**src/logic/rof_regs.svh**
```systemverilog
// Purpose: constants for the receive output and address filter
// Assumes: included by bare name
// Notes: bit positions on the receive output bus
`ifndef ROF_REGS_SVH
`define ROF_REGS_SVH
`define ROF_BUS_W 12
`define ROF_ADDR_W 10
`define ROF_ADDR_RST 10'h3ff
`define ROF_BIT_INT 8
`define ROF_BIT_9 9
`define ROF_BIT_RVS 10
`define ROF_BIT_SOC 11
`define ROF_POL_KEEP 2'h0
`define ROF_POL_DROPADDR 2'h3
`define ROF_BYTE_W 8
`define ROF_RAW10_W 10
`define ROF_PAIR_ON 2'h0
`endif

```
**src/logic/rof_pkg.sv**
```systemverilog
// Purpose: types for the receive output and address filter
// Assumes: nothing
// Notes: character record from the decoder side
package rof_pkg;
  typedef struct packed {
    logic [11:0] raw; // undecoded bits, bit 0 first in
    logic [7:0] data; // decoded data
    logic special; // special character flag
    logic reserved; // reserved code flag
    logic cell_start; // start of cell flag
    logic is_addr; // serial address character
    logic cmd_set; // interrupt set command
    logic cmd_clr; // interrupt clear command
    logic valid; // character present this cycle
  } rof_char_t;
  typedef enum logic [2:0] {
    ROF_IDLE = 3'b001,
    ROF_SEL = 3'b010,
    ROF_READ = 3'b100
  } rof_state_t;
endpackage : rof_pkg

```
**src/logic/rof_top.sv**
```systemverilog
// Purpose: receive output register, interrupt and serial address filter
// Assumes: all inputs synchronous to clk_in (the receive clock)
// Notes: pins are split into value and enable, no tri-state inside
// Contract
// RULE1: register host read controls every clock edge
// RULE2: output register clocked, flags float when deselected
// RULE3: select low then read enable starts read
// RULE4: output mapping follows bypass and width inputs
// RULE5: set and clear commands drive interrupt
// RULE6: interrupt mirrors far source interrupt transitions
// RULE7: decoded byte mode bit layout
// RULE8: undecoded bits keep arrival order
// RULE9: full bypass passes every character through
// RULE10: outside logic frames when unaligned
// RULE11: address register width follows data width
// RULE12: multicast matches any common domain bit
// RULE13: unicast matches whole address character
// RULE14: after match write address and data
// RULE15: mismatch blocks buffer writes
// RULE16: reset value all ones accepts everything
// RULE17: reset pair restores all ones address
// RULE18: bypassed buffer bit eight is odd parity
// RULE19: policy three also drops addresses
// RULE20: register access via bus while reset low
// RULE21: filter only with buffer on, policy nonzero
// RULE22: undecoded ten bit leaves top bits low
// RULE23: separate multicast and unicast values kept
`timescale 1ns/1ns
`include "rof_regs.svh"
module rof_top #(
  parameter int BUS_W = `ROF_BUS_W,
  parameter int ADDR_W = `ROF_ADDR_W
) (
  input wire logic clk_in,
  input wire logic sys_rst_in,
  input wire logic device_select_n_in,
  input wire logic read_enable_n_in,
  input wire logic codec_bypass_n_in,
  input wire logic width_select_in,
  input wire logic buffer_bypass_n_in,
  input wire logic receiver_reset_n_in,
  input wire logic [1:0] reset_pair_n_in,
  input wire logic [1:0] discard_policy_in,
  input wire logic [BUS_W-1:0] bus_in,
  input wire logic [2:0] buf_flags_in,
  input wire rof_pkg::rof_char_t char_in,
  output logic [BUS_W-1:0] receive_output_bus_out,
  output logic bus_oe_out,
  output logic [2:0] buf_flags_out,
  output logic buf_flags_oe_out,
  output logic far_interrupt_out,
  output logic buffer_write_out,
  output logic read_strobe_out
);
  logic sel_n_ff, nxt_sel_n;
  logic ren_n_ff, nxt_ren_n;
  rof_pkg::rof_state_t state_ff, nxt_state;
  logic [BUS_W-1:0] bus_ff, nxt_bus;
  logic oe_ff, nxt_oe;
  logic [2:0] flags_ff, nxt_flags;
  logic flags_oe_ff, nxt_flags_oe;
  logic int_ff, nxt_int;
  logic wr_ff, nxt_wr;
  logic pass_ff, nxt_pass;
  logic rd_ff, nxt_rd;
  logic [ADDR_W-1:0] mcast_ff, nxt_mcast;
  logic [ADDR_W-1:0] ucast_ff, nxt_ucast;
  logic mode_uni_ff, nxt_mode_uni;
  logic [ADDR_W-1:0] amask;
  logic [BUS_W-1:0] mapped;
  logic match, filter_on, promisc, reg_acc, parity;

  // address width mask, upper two bits unused in byte mode
  genvar gi;
  generate
    for (gi = 0; gi < ADDR_W; gi++)
    begin : g_mask
      assign amask[gi] = (gi < `ROF_BYTE_W) | ~width_select_in; // [RULE11]
    end
  endgenerate

  // match logic on the masked address character
  always_comb
  begin
    promisc = ((mcast_ff & amask) == amask) && !mode_uni_ff; // [RULE16]
    if (mode_uni_ff)
      match = ((char_in.raw[ADDR_W-1:0] & amask) == (ucast_ff & amask)); // [RULE13]
    else
      match = |(char_in.raw[ADDR_W-1:0] & mcast_ff & amask); // [RULE12]
    match = match | promisc;
    filter_on = buffer_bypass_n_in && (discard_policy_in != `ROF_POL_KEEP); // [RULE21]
    parity = ~^{char_in.data, char_in.special, char_in.reserved}; // [RULE18]
    reg_acc = !sel_n_ff && !receiver_reset_n_in; // [RULE20]
  end

  // bus mapping per decoder, width and buffer setting
  always_comb
  begin
    mapped = '0;
    if (codec_bypass_n_in && width_select_in)
    begin
      mapped[`ROF_BYTE_W-1:0] = char_in.data; // [RULE7]
      mapped[`ROF_BIT_INT] = buffer_bypass_n_in ? int_ff : parity; // [RULE7] [RULE18]
      mapped[`ROF_BIT_9] = 1'b0;
      mapped[`ROF_BIT_RVS] = char_in.reserved;
      mapped[`ROF_BIT_SOC] = char_in.cell_start;
    end
    else if (codec_bypass_n_in)
    begin
      mapped[`ROF_RAW10_W-1:0] = char_in.raw[`ROF_RAW10_W-1:0]; // unpacked ten bit data
      mapped[`ROF_BIT_RVS] = char_in.reserved;
      mapped[`ROF_BIT_SOC] = char_in.cell_start;
    end
    else if (width_select_in)
      mapped[`ROF_RAW10_W-1:0] = char_in.raw[`ROF_RAW10_W-1:0]; // [RULE8] [RULE22]
    else
      mapped = char_in.raw; // [RULE8] [RULE4]
  end

  // input register and read sequencing next values
  always_comb
  begin
    nxt_sel_n = device_select_n_in; // [RULE1]
    nxt_ren_n = read_enable_n_in; // [RULE1]
    nxt_state = state_ff;
    nxt_rd = 1'b0;
    nxt_oe = oe_ff;
    case (state_ff)
      rof_pkg::ROF_IDLE:
        if (!sel_n_ff)
          nxt_state = rof_pkg::ROF_SEL;
      rof_pkg::ROF_SEL:
        if (sel_n_ff)
          nxt_state = rof_pkg::ROF_IDLE;
        else if (!ren_n_ff)
        begin
          nxt_state = rof_pkg::ROF_READ; // [RULE3]
          nxt_oe = 1'b1;
          nxt_rd = 1'b1;
        end
      rof_pkg::ROF_READ:
        if (sel_n_ff || ren_n_ff)
        begin
          nxt_state = sel_n_ff ? rof_pkg::ROF_IDLE : rof_pkg::ROF_SEL;
          nxt_oe = 1'b0;
        end
        else
          nxt_rd = 1'b1;
      default:
        nxt_state = rof_pkg::ROF_IDLE;
    endcase
  end

  // input register and read sequencer flops, synchronous reset
  always_ff @(posedge clk_in)
  begin
    if (sys_rst_in)
    begin
      sel_n_ff <= 1'b1;
      ren_n_ff <= 1'b1;
      state_ff <= rof_pkg::ROF_IDLE;
      oe_ff <= 1'b0;
      rd_ff <= 1'b0;
    end
    else
    begin
      sel_n_ff <= nxt_sel_n;
      ren_n_ff <= nxt_ren_n;
      state_ff <= nxt_state;
      oe_ff <= nxt_oe;
      rd_ff <= nxt_rd;
    end
  end

  // output register next values; the bus holds when neither a character nor a register read arrives
  always_comb
  begin
    // bus written every edge; fully bypassed path passes raw characters
    nxt_bus = (char_in.valid ? mapped : bus_ff); // [RULE2] [RULE9] [RULE10]
    if (reg_acc && char_in.reserved)
      nxt_bus = {{(BUS_W-ADDR_W){1'b0}},
        (char_in.special ? ucast_ff : mcast_ff) & amask}; // [RULE20]
    nxt_flags = buf_flags_in;
    nxt_flags_oe = !sel_n_ff; // [RULE2]
  end

  // output register flops; bus keeps its last value until a character or a register read arrives
  always_ff @(posedge clk_in)
  begin
    if (sys_rst_in)
    begin
      bus_ff <= '0;
      flags_ff <= '0;
      flags_oe_ff <= 1'b0;
    end
    else
    begin
      bus_ff <= nxt_bus;
      flags_ff <= nxt_flags;
      flags_oe_ff <= nxt_flags_oe;
    end
  end

  // interrupt follows embedded commands only with decoder and buffer on
  always_comb
  begin
    nxt_int = int_ff;
    if (char_in.valid && codec_bypass_n_in && buffer_bypass_n_in)
    begin
      if (char_in.cmd_set)
        nxt_int = 1'b1; // set wins over clear [RULE5] [RULE6]
      else if (char_in.cmd_clr)
        nxt_int = 1'b0; // [RULE5] [RULE6]
    end
  end

  // interrupt flop
  always_ff @(posedge clk_in)
  begin
    if (sys_rst_in)
      int_ff <= 1'b0;
    else
      int_ff <= nxt_int;
  end

  // filter gate and buffer write strobe
  always_comb
  begin
    nxt_pass = pass_ff;
    nxt_wr = 1'b0;
    if (char_in.valid && buffer_bypass_n_in)
    begin
      if (char_in.is_addr && filter_on)
      begin
        nxt_pass = match; // [RULE14] [RULE15]
        nxt_wr = match && (discard_policy_in != `ROF_POL_DROPADDR); // [RULE14] [RULE19]
      end
      else if ((char_in.cmd_set || char_in.cmd_clr) && codec_bypass_n_in
        && discard_policy_in != `ROF_POL_KEEP)
        nxt_wr = 1'b0; // commands removed from stream [RULE5]
      else
        nxt_wr = !filter_on || pass_ff || promisc; // [RULE15] [RULE16]
    end
    // reset pair reopens the gate together with the register
    if (reset_pair_n_in == `ROF_PAIR_ON)
      nxt_pass = 1'b1; // [RULE17]
  end

  // gate flops; reset leaves the gate open to match the promiscuous value
  always_ff @(posedge clk_in)
  begin
    if (sys_rst_in)
    begin
      wr_ff <= 1'b0;
      pass_ff <= 1'b1;
    end
    else
    begin
      wr_ff <= nxt_wr;
      pass_ff <= nxt_pass;
    end
  end

  // address register: host write access and reset pair
  always_comb
  begin
    nxt_mcast = mcast_ff;
    nxt_ucast = ucast_ff;
    nxt_mode_uni = mode_uni_ff;
    // write access: reserved low selects write, special picks the mode
    if (reg_acc && !ren_n_ff && !char_in.reserved)
    begin
      nxt_mode_uni = char_in.special; // [RULE23]
      if (char_in.special)
        nxt_ucast = bus_in[ADDR_W-1:0] & amask;
      else
        nxt_mcast = bus_in[ADDR_W-1:0] & amask;
    end
    // reset pair wins over a same-cycle host write for mode and multicast value; a unicast write still loads
    if (reset_pair_n_in == `ROF_PAIR_ON)
    begin
      nxt_mcast = `ROF_ADDR_RST; // [RULE17]
      nxt_mode_uni = 1'b0;
    end
  end

  // address register flops; unicast value kept apart from multicast
  always_ff @(posedge clk_in)
  begin
    if (sys_rst_in)
    begin
      mcast_ff <= `ROF_ADDR_RST; // [RULE16]
      ucast_ff <= '0;
      mode_uni_ff <= 1'b0;
    end
    else
    begin
      mcast_ff <= nxt_mcast;
      ucast_ff <= nxt_ucast;
      mode_uni_ff <= nxt_mode_uni;
    end
  end

  assign receive_output_bus_out = bus_ff;
  assign bus_oe_out = oe_ff;
  assign buf_flags_out = flags_ff;
  assign buf_flags_oe_out = flags_oe_ff;
  assign far_interrupt_out = int_ff;
  assign buffer_write_out = wr_ff;
  assign read_strobe_out = rd_ff;
endmodule : rof_top

```
**config.mk**
```make
export PLATFORM = sky130hd
export DESIGN_NAME = rof_top
export DESIGN_NICKNAME = d
export VERILOG_FILES = /design/src/logic/rof_pkg.sv /design/src/logic/rof_top.sv
export VERILOG_INCLUDE_DIRS = /design/src /design/src/logic
export SDC_FILE = /design/constraint.sdc
export NUM_CORES = 1
export LEC_CHECK = 0
export ABC_AREA = 1
export BUFFER_PORTS_ARGS = -buffer_cell sky130_fd_sc_hd__buf_2
export CORE_ASPECT_RATIO = 0.75
export CORE_MARGIN = 10
export CORE_UTILIZATION = 55
export DETAILED_ROUTE_END_ITERATION = 8
export PLACE_DENSITY = 0.84
export SLEW_MARGIN = 5
export SYNTH_ARGS = -nofsm -noshare
export SYNTH_HDL_FRONTEND = slang
export SYNTH_SLANG_ARGS = --single-unit
```
**constraint.sdc**
```tcl
create_clock -name clk_in -period 2.9 [get_ports clk_in]
set_input_delay 0.58 -clock clk_in [delete_from_list [all_inputs] [get_ports clk_in]]
set_output_delay 0.58 -clock clk_in [all_outputs]
set_load 0.02 [all_outputs]
```
==> results.sh <==
export IMPL_min_from="device_select_n_in"
export IMPL_cp_top_family="buffers and inverters"
export IMPL_filler_cell_count=411
export IMPL_netlist_area_sq_mm=0.002475
export IMPL_crit_type="input port to flip-flop"
export IMPL_final_core_util=0.6664
export IMPL_period_needed_ns=1.857
export IMPL_worstPathCellList="buf_2 > inv_1 > o21ai_1 > inv_1 > o21ai_0 > nor2_1"
export IMPL_yosysWarnings=0
export IMPL_root_buffer="clkbuf_8"
export IMPL_cp_common_cell="inv_1"
export IMPL_cp_max_fo=24
export IMPL_n_antenna_cell=0
export IMPL_holdPathEnd="sel_n_ff"
export IMPL_slew_viol_final=0
export IMPL_clk_latency_ns=0.31
export IMPL_min_path_cells=2
export IMPL_syn2layout_area_growth_pct=18.86
export IMPL_clock_sinks=47
export IMPL_finalSetupTns_ns=0
export IMPL_required_ns=3.11
export IMPL_status="finished clean"
export IMPL_placementRows=21
export IMPL_antenna_left=0
export IMPL_grt_pass1_wl_microns=11840
export IMPL_rsz0062_at_grt="false"
export IMPL_crit_path_end_kind="flip-flop"
export IMPL_port_buffers=71
export IMPL_maxCapViolCount=0
export IMPL_antenna_found_initial=0
export IMPL_irDropWorstVdd_mv=0.3772
export IMPL_final_cells=487
export IMPL_worst_pin_slew_ns=0.7769
export IMPL_fin_nets=483
export IMPL_hp_class="input port to flip-flop"
export IMPL_post_cts_buffers=0
export IMPL_cts_resized_gates=0
export IMPL_gp_congestion=0.8948
export IMPL_wl_per_cell_microns=14.80
export IMPL_syn_num_nets=415
export IMPL_grt_pass1_vias=2466
export IMPL_start_util=0.5607
export IMPL_fin_crit_sh=0.6403
export IMPL_dpl_hpwl_microns=5616
export IMPL_synth_seq_area_share=0.3802
export IMPL_setup_viol=0
export IMPL_path_buf_inv=3
export IMPL_critPathSlowestCell="o21ai_1"
export IMPL_cts_tree="built"
export IMPL_p_leak_nw=1.485
export IMPL_reg2reg_to="receive_output_bus_out[8]"
export IMPL_r2r_cells=7
export IMPL_gr_total_overflow=0
export IMPL_num_io_pins=74
export IMPL_drive_gt1_frac=0.2233
export IMPL_p_per_area_mw_per_mm2=459.1
export IMPL_fin_area_sq_mm=0.002942
export IMPL_p_clk_frac=0.330
export IMPL_slew_headroom=0.4802
export IMPL_startpoint_type="input port"
export IMPL_cts_clk_slew_worst_paths_ns=0.09
export IMPL_switchingPower_mw=0.3842
export IMPL_placed_area_sq_mm=0.002838
export IMPL_dieArea_sq_mm=0.007611
export IMPL_crit_arrival_ns=2.07
export IMPL_power_internal_mw=0.9663
export IMPL_avgSynthCellArea_sq_um=6.856
export IMPL_skew_ns=0.006772
export IMPL_clock_path_buffers=2
export IMPL_fmax_ghz=0.5385
export IMPL_p_comb_frac=0.168
export IMPL_dp_cells=479
export IMPL_wl_microns=7210
export IMPL_slowest_delay_ns=0.41
export IMPL_htree_levels=2
export IMPL_p_seq_frac=0.502
export IMPL_vias_per_cell=5.497
export IMPL_fp_dieW_microns=97.46
export IMPL_hold_violations=0
export IMPL_synthCells=361
export IMPL_drc_errors=0
export IMPL_drt_first_iter_violations=242
export IMPL_reg2reg_slack_ns=1.09
export IMPL_swShare=0.2845
export IMPL_r2r_start="sel_n_ff"
export IMPL_hold_buffers=0
export IMPL_grt_usage=0.1851
export IMPL_synth_seq_cells=47
export IMPL_dr_pass1_iters=5
export IMPL_coreArea_sq_mm=0.004414
export IMPL_cts_buffers=5
export IMPL_ys_types=37
export IMPL_grt_max_degree=25
export IMPL_die_y_microns=78.10
export IMPL_vias=2677
-- synth_stat cells --
| cell type | n | area (sq um) |
|---|---|---|
| o21ai_0 | 32 | 160.2 |
| a211oi_1 | 3 | 22.52 |
| nor3_4 | 1 | 16.27 |
| a221oi_2 | 1 | 15.01 |
| xor2_1 | 3 | 26.28 |
| nand2_2 | 4 | 25.02 |
| or2_2 | 2 | 12.51 |
| o22ai_1 | 1 | 6.260 |
| nor4_1 | 2 | 12.51 |
| nand4_1 | 3 | 18.77 |
| buf_2 | 3 | 15.01 |
| buf_6 | 1 | 11.26 |
| clkbuf_1 | 4 | 15.01 |
| nand2_4 | 1 | 11.26 |
| nand2_1 | 88 | 330.3 |
| clkinv_1 | 1 | 3.750 |
| a41oi_1 | 1 | 8.760 |
| xnor2_1 | 4 | 35.03 |
| nand3_1 | 17 | 85.08 |
| o21ai_1 | 2 | 10.01 |
| o311ai_0 | 1 | 8.760 |
| a31oi_1 | 8 | 50.05 |
| buf_8 | 1 | 15.01 |
| a21oi_2 | 1 | 8.760 |
| a211oi_2 | 1 | 12.51 |
| inv_4 | 1 | 6.260 |
| nor3_1 | 4 | 20.02 |
| a21oi_1 | 32 | 160.2 |
| dfxtp_1 | 47 | 940.9 |
| inv_1 | 46 | 172.7 |
| o2111ai_1 | 2 | 17.52 |
| inv_2 | 3 | 11.26 |
| o211ai_1 | 7 | 52.55 |
| nor2_1 | 27 | 101.4 |
| nor2_4 | 2 | 22.52 |
| a221oi_1 | 3 | 26.28 |
| buf_4 | 1 | 7.510 |
-- sequential cells by signal, summed over array words and instances, names as in the netlist --
name                    cells
buf_flags_oe_out            1
buf_flags_out               3
buffer_write_out            1
bus_oe_out                  1
far_interrupt_out           1
mcast_ff                   10
mode_uni_ff                 1
pass_ff                     1
read_strobe_out             1
receive_output_bus_out     12
ren_n_ff                    1
sel_n_ff                    1
state_ff                    3
ucast_ff                   10
-- final cells by class --
type	instances	area, sq um	area share
Multi-Input combinational cell	253	1276	0.4339
Sequential cell	47	940.9	0.3199
Timing Repair Buffer	71	355.3	0.1208
Inverter	51	193.9	0.06593
Clock buffer	7	96.34	0.03275
Tap cell	57	71.32	0.02425
Clock inverter	1	7.507	0.002552
-- layout by cell type, fill, tap and decap left out, types with 4 or more instances in the layout --
master	netlist	final
clkbuf_8	0	7
a31oi_1	8	8
a21oi_1	32	32
o21ai_0	32	32
nor3_1	4	4
xnor2_1	4	4
dfxtp_1	47	47
buf_2	3	71
nand2_2	4	4
o211ai_1	7	7
nand3_1	17	17
inv_1	46	46
nand2_1	88	88
nor2_1	27	27
-- cells by family after synthesis --
| kind of cell | count (synthesis) | synth area share |
|---|---|---|
| AOI/OAI and AO/OA | 95 | 0.2260 |
| xor gates and xnor gates | 7 | 0.02477 |
| buffers and inverters | 61 | 0.1041 |
| DFF | 47 | 0.3802 |
| and+or+nand+nor | 151 | 0.2649 |
-- power groups by stage --
stage	registers (mW)	clock network [mW]	logic [mW]
finish	0.678	0.445	0.227
global route	0.680	0.472	0.254
CTS	0.677	0.451	0.225
detailed placement	0.693	0	0.224
global placement	0.692	0	0.219
floorplan	0.711	0	0.115
-- stage by stage --
step	total power [mW]	setup slack (ns)	hold WS, ns
floorplan	0.8262	1.387	0.4507
global placement	0.9105	0.7786	0.4668
detailed placement	0.9163	0.7332	0.4683
CTS	1.353	1.076	0.4430
global route	1.406	0.8582	0.4471
finish	1.350	1.043	0.4455
-- how the worst max path moves through the flow --
stage	start	end	cells after the start
2_1_floorplan	char_in[6]	receive_output_bus_out[1]	6
3_3_place_gp	sys_rst_in	mode_uni_ff	6
3_5_place_dp	sys_rst_in	mode_uni_ff	6
4_1_cts	sys_rst_in	mode_uni_ff	6
5_1_grt	sys_rst_in	mode_uni_ff	6
6_report	sys_rst_in	mode_uni_ff	6
-- routing by layer --
metal	GRT usage	vias to the layer above	routed length, microns
met5	0	-	0
met4	0.07391	0	99
met3	0.05599	11	885
met2	0.2682	157	2986
met1	0.2510	1172	3239
li1	-	1337	-
(Power assumes the default switching activity.)
